==> config.mk <==
export PLATFORM = sky130hd
export DESIGN_NAME = gpa_gpio_ports
export DESIGN_NICKNAME = d
export VERILOG_FILES = /design/src/gpa_pkg.sv /design/src/gpa_gpio_ports.sv /design/src/gpa_pad_ctl.sv /design/src/gpa_sync2.sv
export SDC_FILE = /design/constraint.sdc
export NUM_CORES = 1
export LEC_CHECK = 0
export BUFFER_PORTS_ARGS = -buffer_cell sky130_fd_sc_hd__buf_2
export CORE_ASPECT_RATIO = 1.25
export CORE_UTILIZATION = 30
export CTS_CLUSTER_SIZE = 16
export DETAILED_ROUTE_END_ITERATION = 10
export PLACE_DENSITY_LB_ADDON = 0.25
export SYNTH_ARGS = -nofsm -noshare
export SYNTH_HDL_FRONTEND = slang
export SYNTH_HIERARCHICAL = 1
export SYNTH_SLANG_ARGS = --single-unit
==> constraint.sdc <==
create_clock -name clk -period 16.7 [get_ports clk]
set_clock_uncertainty 0.15 [all_clocks]
set_input_delay 3.34 -clock clk [delete_from_list [all_inputs] [get_ports clk]]
set_output_delay 3.34 -clock clk [all_outputs]
set_load 0.01 [all_outputs]
==> src/gpa_pkg.sv <==
// package: register map, field layout, reset values and timing counts for the gpio port block
// Behaviour
// - each pad merges input and output into one line; active-low driver enable
// - driver enable is output bit ANDed with its two-clock delayed copy
// - per-port pull-up disable makes a released high float after two clocks
// - after reset all pins are inputs with pull-ups enabled
// - port b alternate inputs come from the synchronised pin, the same value software reads
// - port b output is latch ANDed with alternate output; idle alternate is one
// - serial mode 0 sends data on bit 0 and clock/12 on bit 1
// - serial modes 1 to 3 receive on bit 0, transmit on bit 1, full duplex
// - serial buffer access starts transmission; otherwise serial outputs stay one
// - reception only while receive enable is one
// - port b bit 2 feeds first interrupt input, ORed with internal interrupts
// - second interrupt input comes only from port b bit 3, also timer b gate
// - timers count per machine cycle (clock/12) or on event pin falling edge
// - only the second timer may be gated externally
// - third timer trigger on port a bit 1 captures in counter, reloads in timer mode
// - external core mode: port b bits 7 and 6 take emulator read/write strobes
// - port a has alternate inputs only on bits 0 and 1, no alternate outputs
package gpa_pkg;
  // apb register byte offsets
  localparam logic [7:0] OFS_PORT_A = 8'h00;
  localparam logic [7:0] OFS_PORT_B = 8'h04;
  localparam logic [7:0] OFS_CTRL = 8'h08;
  localparam logic [7:0] OFS_SER_CTRL = 8'h0C;
  localparam logic [7:0] OFS_SER_BUF = 8'h10;
  localparam logic [7:0] OFS_TMR_CTRL = 8'h14;
  localparam logic [7:0] OFS_TMR_A = 8'h18;
  localparam logic [7:0] OFS_TMR_B = 8'h1C;
  localparam logic [7:0] OFS_TMR_C = 8'h20;
  localparam logic [7:0] OFS_TMR_C_CAP = 8'h24;
  localparam logic [7:0] OFS_TMR_C_RLD = 8'h28;
  localparam logic [7:0] OFS_STATUS = 8'h2C;
  // control register fields
  localparam int CTRL_PUDIS_A = 0;
  localparam int CTRL_PUDIS_B = 1;
  localparam int CTRL_EXT_CORE = 2;
  localparam int CTRL_EXTERNAL_INTERRUPT_PIN_EN = 3;
  // serial control fields
  localparam int SER_RX_EN = 0;
  localparam int SER_MODE_LO = 1;
  // timer control fields, one nibble per timer: run, counter select, gate, irq enable
  localparam int TMR_RUN = 0;
  localparam int TMR_CNT_SEL = 1;
  localparam int TMR_GATE = 2;
  localparam int TMR_IE = 3;
  localparam int TMR_C_TRIG_EN = 12;
  // reset values
  localparam logic [7:0] PORT_RST = 8'hFF;
  localparam logic [31:0] CTRL_RST = 32'h0000_0000;
  // timing
  localparam int CLK_MHZ = 200;
  localparam int DRIVE_HOLD_CYC = 2;
  localparam int MACH_DIV = 12;
  localparam int TMR_W = 26;
  typedef enum logic [1:0] {
    GPA_SER_M0 = 2'd0,
    GPA_SER_M1 = 2'd1,
    GPA_SER_M2 = 2'd2,
    GPA_SER_M3 = 2'd3
  } gpa_ser_mode_e;
  // pad bundle for one 8-bit port
  typedef struct packed {
    logic [7:0] dout;
    logic [7:0] oe_b;
    logic [7:0] pull_en;
  } gpa_pad_s;
endpackage

==> src/gpa_gpio_ports.sv <==
// two quasi-bidirectional ports with serial, interrupt and timer alternate functions
`timescale 1ns/1ps
module gpa_gpio_ports (
  input wire logic clk,
  input wire logic rst_b,
  input wire logic psel,
  input wire logic penable,
  input wire logic pwrite,
  input wire logic [7:0] paddr,
  input wire logic [31:0] pwdata,
  output logic [31:0] prdata,
  output logic pready,
  output logic pslverr,
  input wire logic [7:0] port_a_in,
  input wire logic [7:0] port_b_in,
  output gpa_pkg::gpa_pad_s port_a_pad,
  output gpa_pkg::gpa_pad_s port_b_pad,
  input wire logic internal_irq,
  input wire logic core_rd_strobe_b,
  input wire logic core_wr_strobe_b,
  output logic first_irq_b,
  output logic dedicated_interrupt_input,
  output logic emu_rd_strobe_b,
  output logic emu_wr_strobe_b,
  output logic [7:0] rx_data,
  output logic rx_valid
);
  logic rst_s1_r;
  logic rst_s2_r;
  logic rst_i_b;
  // reset release through two flops
  always_ff @(posedge clk or negedge rst_b) begin
    if (!rst_b) begin
      rst_s1_r <= 1'b0;
      rst_s2_r <= 1'b0;
    end else begin
      rst_s1_r <= 1'b1;
      rst_s2_r <= rst_s1_r;
    end
  end
  assign rst_i_b = rst_s2_r;

  logic [7:0] latch_a_r;
  logic [7:0] latch_b_r;
  logic [31:0] ctrl_r;
  logic [31:0] ser_ctrl_r;
  logic [31:0] tmr_ctrl_r;
  logic [7:0] pin_a;
  logic [7:0] pin_b;
  logic [7:0] fall_a;
  logic [7:0] fall_b;
  // synchronise every pad input before use
  for (genvar i = 0; i < 8; i++) begin : g_sync
    gpa_sync2 u_sa (.clk(clk), .rst_b(rst_i_b), .d(port_a_in[i]), .q(pin_a[i]),
      .fall(fall_a[i]));
    gpa_sync2 u_sb (.clk(clk), .rst_b(rst_i_b), .d(port_b_in[i]), .q(pin_b[i]),
      .fall(fall_b[i]));
  end

  // apb decode
  logic acc;
  logic wr;
  logic mapped;
  assign acc = psel & penable;
  assign wr = acc & pwrite;
  assign mapped = (paddr <= gpa_pkg::OFS_STATUS) && (paddr[1:0] == 2'b00);
  assign pready = 1'b1;
  assign pslverr = acc & ~mapped;
  logic wr_a, wr_b, wr_ctrl, wr_ser, wr_serial_buffer_reg, wr_tmr, wr_rld;
  logic serial_buffer_reg_acc;
  assign wr_a = wr & (paddr == gpa_pkg::OFS_PORT_A);
  assign wr_b = wr & (paddr == gpa_pkg::OFS_PORT_B);
  assign wr_ctrl = wr & (paddr == gpa_pkg::OFS_CTRL);
  assign wr_ser = wr & (paddr == gpa_pkg::OFS_SER_CTRL);
  assign wr_serial_buffer_reg = wr & (paddr == gpa_pkg::OFS_SER_BUF);
  assign wr_tmr = wr & (paddr == gpa_pkg::OFS_TMR_CTRL);
  assign wr_rld = wr & (paddr == gpa_pkg::OFS_TMR_C_RLD);
  // software may preset each timer count
  logic [2:0] wr_cnt;
  assign wr_cnt = {wr & (paddr == gpa_pkg::OFS_TMR_C), wr & (paddr == gpa_pkg::OFS_TMR_B),
                   wr & (paddr == gpa_pkg::OFS_TMR_A)};
  assign serial_buffer_reg_acc = acc & (paddr == gpa_pkg::OFS_SER_BUF);

  // software latches and control registers
  always_ff @(posedge clk or negedge rst_i_b) begin
    if (!rst_i_b) begin
      latch_a_r <= gpa_pkg::PORT_RST;
      latch_b_r <= gpa_pkg::PORT_RST;
      ctrl_r <= gpa_pkg::CTRL_RST;
      ser_ctrl_r <= gpa_pkg::CTRL_RST;
      tmr_ctrl_r <= gpa_pkg::CTRL_RST;
    end else begin
      if (wr_a) latch_a_r <= pwdata[7:0];
      if (wr_b) latch_b_r <= pwdata[7:0];
      if (wr_ctrl) ctrl_r <= pwdata;
      if (wr_ser) ser_ctrl_r <= pwdata;
      if (wr_tmr) tmr_ctrl_r <= pwdata;
    end
  end

  // machine-cycle enable: clock divided by 12
  logic [3:0] mdiv_r;
  logic mach_en;
  assign mach_en = (mdiv_r == 4'(gpa_pkg::MACH_DIV - 1));
  always_ff @(posedge clk or negedge rst_i_b) begin
    if (!rst_i_b) mdiv_r <= 4'h0;
    else mdiv_r <= mach_en ? 4'h0 : mdiv_r + 4'h1;
  end

  // serial unit: simple 10-bit shifter per frame
  gpa_pkg::gpa_ser_mode_e ser_mode;
  logic rx_en;
  assign ser_mode = gpa_pkg::gpa_ser_mode_e'(ser_ctrl_r[gpa_pkg::SER_MODE_LO +: 2]);
  assign rx_en = ser_ctrl_r[gpa_pkg::SER_RX_EN];
  logic [9:0] tx_sh_r;
  logic [3:0] tx_cnt_r;
  logic tx_busy;
  logic sclk_r;
  logic ser_out0;
  logic ser_out1;
  assign tx_busy = (tx_cnt_r != 4'h0);
  always_ff @(posedge clk or negedge rst_i_b) begin
    if (!rst_i_b) begin
      tx_sh_r <= 10'h3FF;
      tx_cnt_r <= 4'h0;
      sclk_r <= 1'b1;
    end else if (serial_buffer_reg_acc && !tx_busy) begin
      // mode 0 sends bare bits; others add start and stop
      tx_sh_r <= (ser_mode == gpa_pkg::GPA_SER_M0) ? {2'b11, pwdata[7:0]}
                                                   : {1'b1, pwdata[7:0], 1'b0};
      tx_cnt_r <= (ser_mode == gpa_pkg::GPA_SER_M0) ? 4'd8 : 4'd10;
    end else if (mach_en && tx_busy) begin
      tx_sh_r <= {1'b1, tx_sh_r[9:1]};
      tx_cnt_r <= tx_cnt_r - 4'h1;
      sclk_r <= 1'b1;
    end else if (tx_busy && mdiv_r == 4'd5) begin
      sclk_r <= 1'b0; // mid-cycle low for clock/12 shift clock
    end
  end
  // idle alternate outputs sit at one
  assign ser_out0 = (ser_mode == gpa_pkg::GPA_SER_M0) ? (tx_busy ? tx_sh_r[0] : 1'b1)
                                                      : 1'b1;
  assign ser_out1 = (ser_mode == gpa_pkg::GPA_SER_M0) ? (tx_busy ? sclk_r : 1'b1)
                                                      : (tx_busy ? tx_sh_r[0] : 1'b1);

  // receiver for modes 1 to 3, one sample per bit time of 12 clocks
  logic [3:0] rx_cnt_r;
  logic [3:0] rx_div_r;
  logic [7:0] rx_sh_r;
  logic rx_start;
  logic rx_tick;
  assign rx_start = rx_en && (ser_mode != gpa_pkg::GPA_SER_M0) && fall_b[0]
                    && (rx_cnt_r == 4'h0);
  // bit timer restarts at each start edge so samples land mid-bit
  assign rx_tick = (rx_div_r == 4'(gpa_pkg::MACH_DIV - 1));
  always_ff @(posedge clk or negedge rst_i_b) begin
    if (!rst_i_b) begin
      rx_cnt_r <= 4'h0;
      rx_div_r <= 4'h0;
      rx_sh_r <= 8'h00;
      rx_data <= 8'h00;
      rx_valid <= 1'b0;
    end else begin
      rx_valid <= 1'b0;
      rx_div_r <= rx_tick ? 4'h0 : rx_div_r + 4'h1;
      if (!rx_en) begin
        rx_cnt_r <= 4'h0;
      end else if (rx_start) begin
        rx_cnt_r <= 4'd10;
        rx_div_r <= 4'd6; // first tick falls mid start bit
      end else if (rx_tick && rx_cnt_r != 4'h0) begin
        rx_cnt_r <= rx_cnt_r - 4'h1;
        if (rx_cnt_r == 4'd1) begin
          rx_data <= rx_sh_r;
          rx_valid <= 1'b1;
        end else if (rx_cnt_r != 4'd10) begin
          rx_sh_r <= {pin_b[0], rx_sh_r[7:1]};
        end
      end
    end
  end

  // interrupt and strobe routing
  logic ext_core;
  assign ext_core = ctrl_r[gpa_pkg::CTRL_EXT_CORE];
  assign first_irq_b = pin_b[2] & ~internal_irq;
  assign dedicated_interrupt_input = pin_b[3];
  assign emu_rd_strobe_b = ext_core ? pin_b[7] : 1'b1;
  assign emu_wr_strobe_b = ext_core ? pin_b[6] : 1'b1;

  // port b output: latch ANDed with alternate output
  logic [7:0] alt_b;
  logic [7:0] dout_b;
  assign alt_b = {ext_core ? 1'b1 : core_rd_strobe_b, ext_core ? 1'b1 : core_wr_strobe_b,
                  4'hF, ser_out1, ser_out0};
  assign dout_b = latch_b_r & alt_b;

  // timers a, b, c share one counting scheme
  logic [gpa_pkg::TMR_W-1:0] tmr_r [3];
  logic [gpa_pkg::TMR_W-1:0] cap_r;
  logic [gpa_pkg::TMR_W-1:0] rld_r;
  logic [2:0] ev_fall;
  logic [2:0] run;
  logic trig_c;
  assign ev_fall = {fall_a[0], fall_b[5], fall_b[4]};
  assign trig_c = tmr_ctrl_r[gpa_pkg::TMR_C_TRIG_EN] & fall_a[1];
  for (genvar t = 0; t < 3; t++) begin : g_tmr
    logic cnt_sel;
    logic gate_ok;
    assign cnt_sel = tmr_ctrl_r[4*t + gpa_pkg::TMR_CNT_SEL];
    // only timer b honours its gate pin
    assign gate_ok = (t == 1) ? (~tmr_ctrl_r[4 + gpa_pkg::TMR_GATE] | pin_b[3]) : 1'b1;
    assign run[t] = tmr_ctrl_r[4*t + gpa_pkg::TMR_RUN] & gate_ok &
                    (cnt_sel ? ev_fall[t] : mach_en);
    always_ff @(posedge clk or negedge rst_i_b) begin
      if (!rst_i_b) tmr_r[t] <= '0;
      else if (wr_cnt[t]) tmr_r[t] <= pwdata[gpa_pkg::TMR_W-1:0];
      else if (t == 2 && trig_c && !cnt_sel) tmr_r[t] <= rld_r;
      else if (run[t]) tmr_r[t] <= tmr_r[t] + 1'b1;
    end
  end
  always_ff @(posedge clk or negedge rst_i_b) begin
    if (!rst_i_b) begin
      cap_r <= '0;
      rld_r <= '0;
    end else begin
      if (trig_c && tmr_ctrl_r[8 + gpa_pkg::TMR_CNT_SEL]) cap_r <= tmr_r[2];
      if (wr_rld) rld_r <= pwdata[gpa_pkg::TMR_W-1:0];
    end
  end

  // pad drivers
  logic [7:0] dout_a;
  assign dout_a = latch_a_r;
  assign port_a_pad.dout = dout_a;
  assign port_b_pad.dout = dout_b;
  for (genvar i = 0; i < 8; i++) begin : g_pad
    gpa_pad_ctl u_pa (.clk(clk), .rst_b(rst_i_b), .dout(dout_a[i]),
      .pullup_dis(ctrl_r[gpa_pkg::CTRL_PUDIS_A]), .oe_b(port_a_pad.oe_b[i]),
      .pull_en(port_a_pad.pull_en[i]));
    gpa_pad_ctl u_pb (.clk(clk), .rst_b(rst_i_b), .dout(dout_b[i]),
      .pullup_dis(ctrl_r[gpa_pkg::CTRL_PUDIS_B]), .oe_b(port_b_pad.oe_b[i]),
      .pull_en(port_b_pad.pull_en[i]));
  end

  // read mux: pins read their synchronised value
  logic [31:0] rmux;
  always_comb begin
    rmux = 32'h0000_0000;
    case (paddr)
      gpa_pkg::OFS_PORT_A: rmux = {24'h0, pin_a};
      gpa_pkg::OFS_PORT_B: rmux = {24'h0, pin_b};
      gpa_pkg::OFS_CTRL: rmux = ctrl_r;
      gpa_pkg::OFS_SER_CTRL: rmux = ser_ctrl_r;
      gpa_pkg::OFS_SER_BUF: rmux = {24'h0, rx_data};
      gpa_pkg::OFS_TMR_CTRL: rmux = tmr_ctrl_r;
      gpa_pkg::OFS_TMR_A: rmux = {6'h0, tmr_r[0]};
      gpa_pkg::OFS_TMR_B: rmux = {6'h0, tmr_r[1]};
      gpa_pkg::OFS_TMR_C: rmux = {6'h0, tmr_r[2]};
      gpa_pkg::OFS_TMR_C_CAP: rmux = {6'h0, cap_r};
      gpa_pkg::OFS_TMR_C_RLD: rmux = {6'h0, rld_r};
      gpa_pkg::OFS_STATUS: rmux = {22'h0, latch_b_r, tx_busy, rx_cnt_r != 4'h0};
      default: rmux = 32'h0000_0000;
    endcase
  end
  assign prdata = rmux;
endmodule

==> src/gpa_pad_ctl.sv <==
// one pad bit: two-clock active high drive, then pull-up or float
`timescale 1ns/1ps
module gpa_pad_ctl (
  input wire logic clk,
  input wire logic rst_b,
  input wire logic dout,
  input wire logic pullup_dis,
  output logic oe_b,
  output logic pull_en
);
  logic d1_r;
  logic d2_r;
  // two-clock delayed copy of the output bit
  always_ff @(posedge clk or negedge rst_b) begin
    if (!rst_b) begin
      d1_r <= 1'b1;
      d2_r <= 1'b1;
    end else begin
      d1_r <= dout;
      d2_r <= d1_r;
    end
  end
  assign oe_b = dout & d2_r;
  assign pull_en = ~pullup_dis;
endmodule

==> src/gpa_sync2.sv <==
// two-flop synchroniser plus falling-edge detect for one bit
`timescale 1ns/1ps
module gpa_sync2 (
  input wire logic clk,
  input wire logic rst_b,
  input wire logic d,
  output logic q,
  output logic fall
);
  logic s1_r;
  logic s2_r;
  logic s3_r;
  // first flop feeds only the second
  always_ff @(posedge clk or negedge rst_b) begin
    if (!rst_b) begin
      s1_r <= 1'b1;
      s2_r <= 1'b1;
      s3_r <= 1'b1;
    end else begin
      s1_r <= d;
      s2_r <= s1_r;
      s3_r <= s2_r;
    end
  end
  assign q = s2_r;
  assign fall = s3_r & ~s2_r;
endmodule

==> metrics.md, run 1 <==
| Metric | Value |
|---|---|
| Routed Antenna Nets | 0 |
| Initial Util | 0.304 |
| Share of post-route cells with drive strength above 1 | 0.329 |
| Initial DRC count | around 1200 |
| Leak pwr | between 8 and 9 nW |
| Hold path depth | 0 |
| Initial antenna violation count | 0 |
| Post-DP HPWL | about 38000 um |
| Syn. warnings | 6 |
| DIE HEIGHT | between 200 and 300 um |
| Row count | 97 |
| Global-route wire length before repair | approximately 85000 um |
| DRT Wirelength | about 56000 um |
| DRC Markers | 0 |
| Worst Hold Path EP | g_sync[1].u_sb/q$_DFF_PN1_ |
| Clk slew on worst S/H paths | approximately 0.060 ns |
| Cells after DPL | between 2000 and 2500 |
| Worst slew pin tran | roughly 1.2 ns |
| Final std cells w/o fill | 2404 |
| Vias in the first global route | around 13000 |
| H-tree levels | 2 |
| # port buffers | 157 |
| Cell family with most CP delay | simple AND/OR/NAND/NOR gates |
| Clock sinks | ~360 |
| Diodes inserted | 0 |
| R2r setup slk | ~14 ns |
| Result of the run | completed |
| Max IR drop VDD | ~66 uV |
| Nets | around 1700 |
| Period utilization | 0.583 |
| Worst slack, placed | around 7 ns |
| Max-Cap Viols | 0 |
| CTS tree | done |
| Crit-path max cell delay | approximately 0.75 ns |
| Most numerous cell on the critical path | buf_2 |
| CP Buf/Inv Count | 3 |
| Mapped cell area | around 17000 um^2 |
| Worst reg2reg path depth | 5 |
| HP Start | g_sync[1].u_sb/s1_r$_DFF_PN1_ |
| Crit path DAT | approximately 6.2 ns |
| Mean Syn Cell Area | ~11 um^2 |
| Critical Path End Type | primary output |
| Worst-Skew Late Latency | 0.57 ns |
| Core Footprint | approximately 56000 um^2 |
| Hold Buf Count CTS | 0 |
| Drt wl/cell | 23.3 um |
| WHS | about 0.21 ns |
| Die area | 57700 um^2 |
| Max Slew Vio Count | 0 |
| Worst min path class | reg -> reg |
| Worst reg2reg path startpoint | tmr_ctrl_r[9]$_DFFE_PN0P_ |
| Critical path data required time | 13.21 ns |
| Worst-path cell chain | buf_2 > nor4b_4 > and2_1 > buf_4 > a222oi_1 > o211ai_1 > buf_2 |
| Tmin final | 9.73 ns |
| Hold Violations, Final | 0 |
| Setup crit start kind | input pin |
| Setup TNS | 0 ns |
| Setup ws final | about 7 ns |
| Via count | roughly 13000 |
| Max Clk Rate | a little over 100 MHz |
| Post-Syn Instances | 1511 |
| Clk buf depth | 3 |
| Gr usage total | 0.195 |
| Placer Congestion | 0.928 |
| CP Max Fanout | 28 |
| Setup repair after global routing missed its margin | false |
| Slew margin rel. | 0.186 |
| Critical path type | in -> out |
| Area Overhead vs Synth | 16.7% |
| Cts bufs inserted | 41 |
| GR Overflow Total | 0 |
| Vias per cell | approximately 5.4 |
| Post-CTS setup buffer count | 0 |
| Largest net degree at the start of global routing | around 170 |
| Die width | roughly 220 um |
| FF-to-FF End | tmr_r[20]$_DFFE_PN0P_ |
| Post-cts sizing count | 0 |
| CTS root buffer | clkbuf_16 |
| IO Pins | 159 |
| TritonRoute pass-1 iters | 5 |
| Worst path slowest cell | and2_1 |
| Pwr Density | between 90 and 100 nW/um^2 |
| Final Setup Violations | 0 |
-- metal layers --
| metal | GRT usage | wire length, um | vias up |
|---|---|---|---|
| li1 | - | - | 5774 |
| met1 | 0.255 | 24200 | 6582 |
| met2 | 0.322 | 26500 | 479 |
| met3 | 0.0327 | 3300 | 117 |
| met4 | 0.0780 | 2170 | 0 |
| met5 | 0 | 0 | - |
-- worst max-delay path by stage --
stage,start,slack (ns),end,depth (start not counted)
global route,paddr[2],6.87,prdata[22],6
global placement,paddr[2],7.06,prdata[8],7
detailed placement,paddr[2],7.04,prdata[8],7
floorplan,rst_i_b$_DFF_PN0_,6.06,cap_r[0]$_DFFE_PN0P_,0
finish,paddr[2],6.97,prdata[8],7
CTS,paddr[2],7.02,prdata[8],7
-- per-stage QoR --
step                cell area (um^2)  total power, mW  utilization
global route                   19900             2.05        0.354
detailed placement             18500             1.08        0.330
finish                         19900             1.97        0.354
floorplan                      17000             1.01            -
CTS                            19900             2.00        0.354
global placement               18500             1.07        0.330
-- sequential cells by signal, summed over array words and instances, names as in the netlist, 9 cells and up --
| signal | count |
|---|---|
| cap_r | 26 |
| ser_ctrl_r | 32 |
| rld_r | 26 |
| tx_sh_r | 9 |
| tmr_r | 78 |
| tmr_ctrl_r | 32 |
| ctrl_r | 32 |
-- placed cells by master (no fill, tap or decap), types with 12 or more instances in the layout --
master / instances
nor2_1: 117
a21oi_1: 92
a222oi_1: 13
xor2_1: 29
nand3_1: 47
a22oi_1: 62
nor3_1: 14
dfstp_2: 95
nand4_1: 26
clkbuf_16: 44
nand2_1: 81
and2_1: 25
inv_1: 32
xnor2_1: 34
o21ai_0: 33
mux2_2: 177
and3_1: 12
mux2i_1: 31
nor4_1: 24
buf_2: 157
a221oi_1: 21
dfrtp_1: 260
buf_4: 23
-- power breakdown --
group	internal, mW	leakage [nW]	switching (mW)
Sequential	0.893	4.26	0.0388
Combinational	0.0467	3.95	0.0820
Clock	0.539	0.674	0.372
Total	1.48	8.88	0.493
-- layout make-up --
class / instances / area, um^2
Clock buffer: 58 / 1210
Inverter: 32 / 120
Clock inverter: 15 / 146
Multi-Input combinational cell: 1020 / 7440
Sequential cell: 356 / 9030
Timing Repair Buffer: 181 / 978
Fill cell: 5687 / 36200
Tap cell: 742 / 928
-- worst reg2reg max path: cells and delay by family (launching register included) --
kind,cells,cell delay [ns]
flops,1,0.60
compound gates,2,0.92
buf+inv,1,0.37
simple gates,2,0.71
Note: power is estimated with default switching activity, not from simulation.
==> run 2, diff against run 1 <==
--- a/config.mk
+++ b/config.mk
@@ -5,6 +5,7 @@
 export SDC_FILE = /design/constraint.sdc
 export NUM_CORES = 1
 export LEC_CHECK = 0
+export ABC_AREA = 1
 export BUFFER_PORTS_ARGS = -buffer_cell sky130_fd_sc_hd__buf_2
 export CORE_ASPECT_RATIO = 1.25
 export CORE_UTILIZATION = 30
==> constraint.sdc (replaced) <==
create_clock -name clk -period 8.1 [get_ports clk]
set_clock_uncertainty 0.15 [all_clocks]
set_input_delay 1.62 -clock clk [delete_from_list [all_inputs] [get_ports clk]]
set_output_delay 1.62 -clock clk [all_outputs]
set_load 0.01 [all_outputs]
==> run 2 against run 1 <==
Against the previous run:
- synthesized cell count is 61% higher
- synthesized area is 6.7% higher
- via count is 26% higher
- clock-buffer cell count is 5 higher
- die area is 6.6% higher
- first-iteration DRC count is 8.2% higher
- global-route usage is 1.1 points higher
- clock power is 110% higher
- non-clock buffer count is 10 lower
- wire length is 12% higher
- sequential power is 100% higher
- worst hold slack worse by 0.0095 ns
- largest cell class unchanged
- largest power group is now the clock network
==> metrics.md, run 2 <==
| Metric | Value |
|---|---|
| HP Start | g_pad[7].u_pb/d1_r$_DFF_PN1_ |
| Period utilization | 0.668 |
| Initial DRC count | 1300 |
| Area Overhead vs Synth | 15.8% |
| Cts bufs inserted | 40 |
| TritonRoute pass-1 iters | 6 |
| Setup TNS | 0 ns |
| Hold Violations, Final | 0 |
| Footprint of the multi-input gates | ~8000 um^2 |
| IO Pins | between 150 and 200 |
| Critical path data required time | roughly 6.3 ns |
| Result of the run | completed |
| CTS tree | done |
| Setup crit start kind | input pin |
| Leak pwr | ~10 nW |
| Critical path type | in -> out |
| Max-Cap Viols | 0 |
| FF/Latch Area | 9030 um^2 |
| Final Setup Violations | 0 |
| H-tree levels | 2 |
| Initial Util | 0.304 |
| Setup repair after global routing missed its margin | false |
| # port buffers | 157 |
| Post-CTS setup buffer count | 0 |
| Hold Buf Count CTS | 0 |
| FF-to-FF End | tmr_r[15]$_DFFE_PN0P_ |
| Clock power share | 0.491 |
| DRT Wirelength | approximately 63000 um |
| Largest register FFs | 78 |
| Post-cts sizing count | 0 |
| CTS root buffer | clkbuf_16 |
| Post-Syn Instances | 2433 |
| Drt wl/cell | 18.7 um |
| Pwr Total | just under 4 mW |
| Share of post-route cells with drive strength above 1 | 0.148 |
| Via count | 16400 |
| Crit path DAT | roughly 3.6 ns |
| Critical Path End Type | primary output |
| Most frequent cells in the layout | nand2_1 (962), dfrtp_1 (260), nor2_1 (216) |
| Worst slack, placed | 2.67 ns |
| Die width | 222 um |
| R2r setup slk | 5.19 ns |
| Syn. warnings | 6 |
| Global-route wire length before repair | just under 100000 um |
| Pwr Density | around 190 nW/um^2 |
| Hold path depth | 0 |
| Worst slew pin tran | ~1.1 ns |
| Worst-Skew Late Latency | between 0.5 and 0.6 ns |
| Clock sinks | roughly 360 |
| Tmin final | between 5 and 6 ns |
| Max IR drop VDD | 130 uV |
| Initial antenna violation count | 0 |
| DIE HEIGHT | around 280 um |
| Leading cell type in the layout, fill and taps excluded | nand2_1 |
| Vias per cell | a little under 5 |
| Placer Congestion | 0.922 |
| Gr usage total | 0.206 |
| Mean Syn Cell Area | ~7.5 um^2 |
| Largest net degree at the start of global routing | 153 |
| Worst reg2reg path depth | 8 |
| Post-DP HPWL | between 40000 and 50000 um |
| Filler cells | slightly above 6000 |
| Core Footprint | 59700 um^2 |
| Routed Antenna Nets | 0 |
| P_int | 3.03 mW |
| Die area | between 60000 and 70000 um^2 |
| Sequential group share of total power | 0.470 |
| Mapped cell area | 18200 um^2 |
| Setup ws final | 2.69 ns |
| Worst Hold Path EP | g_pad[7].u_pb/d2_r$_DFF_PN1_ |
| Sw frac | 0.235 |
| Slew margin rel. | 0.244 |
| Logic pwr share | 0.039 |
| Nets | between 2000 and 3000 |
| CP Max Fanout | 32 |
| Worst min path class | reg -> reg |
| Diodes inserted | 0 |
| Vias in the first global route | roughly 16000 |
| Clk slew on worst S/H paths | around 0.06 ns |
| Row count | 100 |
| Top reg by flops | tmr_r |
| Worst reg2reg path startpoint | mdiv_r[0]$_DFF_PN0_ |
| Switching component of the power | roughly 930 uW |
| Max Clk Rate | roughly 180 MHz |
| Max Slew Vio Count | 0 |
| DRC Markers | 0 |
| Clk buf depth | 3 |
| GR Overflow Total | 0 |
## run 2: metal layers
layer	track usage	vias to the layer above	routed length [um]
li1	-	7878	-
met1	0.272	7909	27200
met2	0.346	478	30700
met3	0.0277	94	3280
met4	0.0664	0	1740
met5	0	-	0
## run 2: area by class of cell
type | instances | area share
clock buffer | 63 | 0.0595
clock inverter | 10 | 0.00762
inverter | 219 | 0.0391
multi-input combinational | 1774 | 0.376
sequential | 356 | 0.430
tap | 765 | 0.0455
timing repair buffer | 171 | 0.0430
## run 2: critical path, cell delays in order
cell,delay [ns]
buf_2,0.11
nor2_4,0.19
nand3_2,0.21
nor2_4,0.89
nand2_1,0.11
o21ai_0,0.12
nor2_1,0.06
nand3_1,0.13
buf_2,0.15
## run 2: worst max path at each step
stage                 startpoint                   end  cells past startpoint
2_1_floorplan  rst_i_b$_DFF_PN0_  cap_r[0]$_DFFE_PN0P_                      0
3_3_place_gp            paddr[1]            prdata[16]                     10
3_5_place_dp            paddr[1]             prdata[0]                      9
4_1_cts                 paddr[1]             prdata[0]                      9
5_1_grt                 paddr[1]            prdata[11]                      9
6_report                paddr[1]             prdata[0]                      9
## run 2: power groups by stage
| stage | Clock [mW] | Sequential, mW | Combinational (mW) |
|---|---|---|---|
| finish | 1.94 | 1.86 | 0.154 |
| global route | 2.06 | 1.87 | 0.174 |
| CTS | 1.99 | 1.86 | 0.157 |
| detailed placement | 0 | 1.89 | 0.157 |
| global placement | 0 | 1.89 | 0.155 |
| floorplan | 0 | 1.90 | 0.0662 |
## run 2: stage by stage
step	hold slack, ns	util	instance area (um^2)	instances
2_1_floorplan	0.181	-	18200	2434
3_3_place_gp	0.185	0.329	19600	3285
3_5_place_dp	0.189	0.329	19600	3285
4_1_cts	0.195	0.352	21000	3358
5_1_grt	0.203	0.352	21000	3358
6_report	0.196	0.352	21000	3358
==> run 3, diff against run 2 <==
==> constraint.sdc (replaced) <==
create_clock -name clk -period 5.5 [get_ports clk]
set_clock_uncertainty 0.15 [all_clocks]
set_input_delay 1.1 -clock clk [delete_from_list [all_inputs] [get_ports clk]]
set_output_delay 1.1 -clock clk [all_outputs]
set_load 0.01 [all_outputs]
==> run 3 against run 2 <==
Against the previous run:
- combinational power is 54% higher
- global-route usage is 0.36 points lower
- non-clock buffer count is 1 higher
- clock-buffer cell count is 11 lower
- wire length is 0.69% lower
- cell area is 0.84% higher
- power is 55% higher
- die area stayed put
==> metrics.md, run 3 (synthesized netlist as in run 2, its figures left out) <==
| Metric | Value |
|---|---|
| Result of the run | completed |
| H-tree levels | 2 |
| DRC Markers | 0 |
| CP Max Fanout | 27 |
| GR Overflow Total | 0 |
| Crit-path max cell delay | 0.72 ns |
| Post-cts sizing count | 0 |
| Share of post-route cells with drive strength above 1 | 0.151 |
| Worst min path class | in -> async |
| CP Buf/Inv Count | 3 |
| Crit path DAT | roughly 3 ns |
| Clock sinks | 356 |
| Hold Violations, Final | 0 |
| Leak pwr | between 10 and 15 nW |
| Period utilization | 0.783 |
| Initial DRC count | around 1400 |
| CTS tree | done |
| Setup TNS | 0 ns |
| Max Clk Rate | about 230 MHz |
| Pwr Density | 290 nW/um^2 |
| Top reg by flops | tmr_r |
| Placer Congestion | roughly 0.92 |
| Vias per cell | between 4 and 5 |
| Setup repair after global routing missed its margin | false |
| Leading cell type in the layout, fill and taps excluded | nand2_1 |
| Drt wl/cell | about 19 um |
| Worst-path cell chain | buf_2 > nor2_4 > nand3_2 > nor2_4 > inv_1 > o21ai_0 > nor2_1 > nand3_1 > buf_2 |
| Final Setup Violations | 0 |
| Area Overhead vs Synth | 16.7% |
| Via count | 16400 |
| Gr usage total | 0.202 |
| Worst path slowest cell | nor2_4 |
| Routed Antenna Nets | 0 |
| Critical path data required time | around 4.3 ns |
| Cts bufs inserted | 41 |
| Diodes inserted | 0 |
| Setup ws final | 1.20 ns |
| Core Footprint | approximately 60000 um^2 |
| Clk slew on worst S/H paths | 0.06 ns |
| Most frequent cells in the layout | nand2_1 (962), dfrtp_1 (260), nor2_1 (216) |
| Max-Cap Viols | 0 |
| FF/Latch Area | ~9000 um^2 |
| Initial antenna violation count | 0 |
| Nets | between 2000 and 3000 |
| Footprint of the multi-input gates | 7900 um^2 |
| Worst slew pin tran | ~1.1 ns |
| Row count | 100 |
| Slew margin rel. | 0.242 |
| Worst slack, placed | between 1 and 1.5 ns |
| Worst-Skew Late Latency | approximately 0.60 ns |
| TritonRoute pass-1 iters | 7 |
| Global-route wire length before repair | 95600 um |
| Hold Buf Count CTS | 0 |
| Die area | a little over 60000 um^2 |
| Clk buf depth | 3 |
| Initial Util | 0.304 |
| Setup crit start kind | input pin |
| Die width | approximately 220 um |
| Cell family with most CP delay | simple AND/OR/NAND/NOR gates |
| Vias in the first global route | ~16000 |
| DRT Wirelength | ~63000 um |
| Post-CTS setup buffer count | 0 |
| Critical Path End Type | primary output |
| Largest register FFs | between 70 and 80 |
| Placed Area | ~20000 um^2 |
| Critical path type | in -> out |
| Tmin final | 4.30 ns |
| Filler cells | around 6200 |
| Post-DP HPWL | roughly 45000 um |
| DIE HEIGHT | about 280 um |
| CTS root buffer | clkbuf_16 |
| Post-route cell area | around 21000 um^2 |
| Max Slew Vio Count | 0 |
| IO Pins | around 160 |
| Max IR drop VDD | 179 uV |
| Largest net degree at the start of global routing | ~190 |
| # port buffers | 157 |
==> run 3: stage by stage <==
step	std cells	hold WS [ns]	util	power [mW]
2_1_floorplan	2434	0.181	-	2.89
3_3_place_gp	3286	0.183	0.329	3.01
3_5_place_dp	3286	0.186	0.329	3.02
4_1_cts	3362	0.115	0.355	6.23
5_1_grt	3362	0.122	0.355	6.35
6_report	3362	0.140	0.355	6.15
==> run 3: final timing paths <==
kind                                     start                   endpoint  slack (ns)  cells past startpoint
min in group clk            rst_s1_r$_DFF_PN0_          rst_i_b$_DFF_PN0_        0.20                      0
min                                      rst_b         rst_s1_r$_DFF_PN0_        0.14                      1
min reg2reg                 rst_s1_r$_DFF_PN0_          rst_i_b$_DFF_PN0_        0.20                      0
max in group asynchronous    rst_i_b$_DFF_PN0_  ser_ctrl_r[3]$_DFFE_PN0P_        3.99                      1
max reg2reg                mdiv_r[0]$_DFF_PN0_      tmr_r[13]$_DFFE_PN0P_        2.68                      8
max                                   paddr[1]                  prdata[1]        1.20                      9
==> run 3: area by class of cell <==
type | instances | share of cell area
Sequential cell | 356 | 0.426
Clock inverter | 24 | 0.0207
Tap cell | 765 | 0.0451
Timing Repair Buffer | 172 | 0.0436
Multi-Input combinational cell | 1774 | 0.373
Clock buffer | 52 | 0.0532
Inverter | 219 | 0.0388
==> run 3: worst register-to-register path: cells and delay by family, from the launching register on <==
kind | cells | cell delay (ns)
AND/OR/NAND/NOR | 5 | 0.93
AO/OA/AOI/OAI | 1 | 0.60
buffers and inverters | 1 | 0.43
flip-flops | 1 | 0.41
adder cells (fa/ha/maj) | 1 | 0.25
==> run 3: where the power goes <==
group	switching [mW]	leakage (nW)	total [mW]	internal (mW)
Clock	1.23	0.761	3.18	1.95
Combinational	0.175	4.86	0.237	0.0624
Sequential	0.0478	4.57	2.73	2.68
==> run 3: routing by layer <==
layer,global-route usage,wire [um],up-vias
met3,0.0228,2790,102
met2,0.339,30100,452
met4,0.0705,1950,0
met1,0.268,27700,7942
met5,0,0,-
li1,-,-,7887
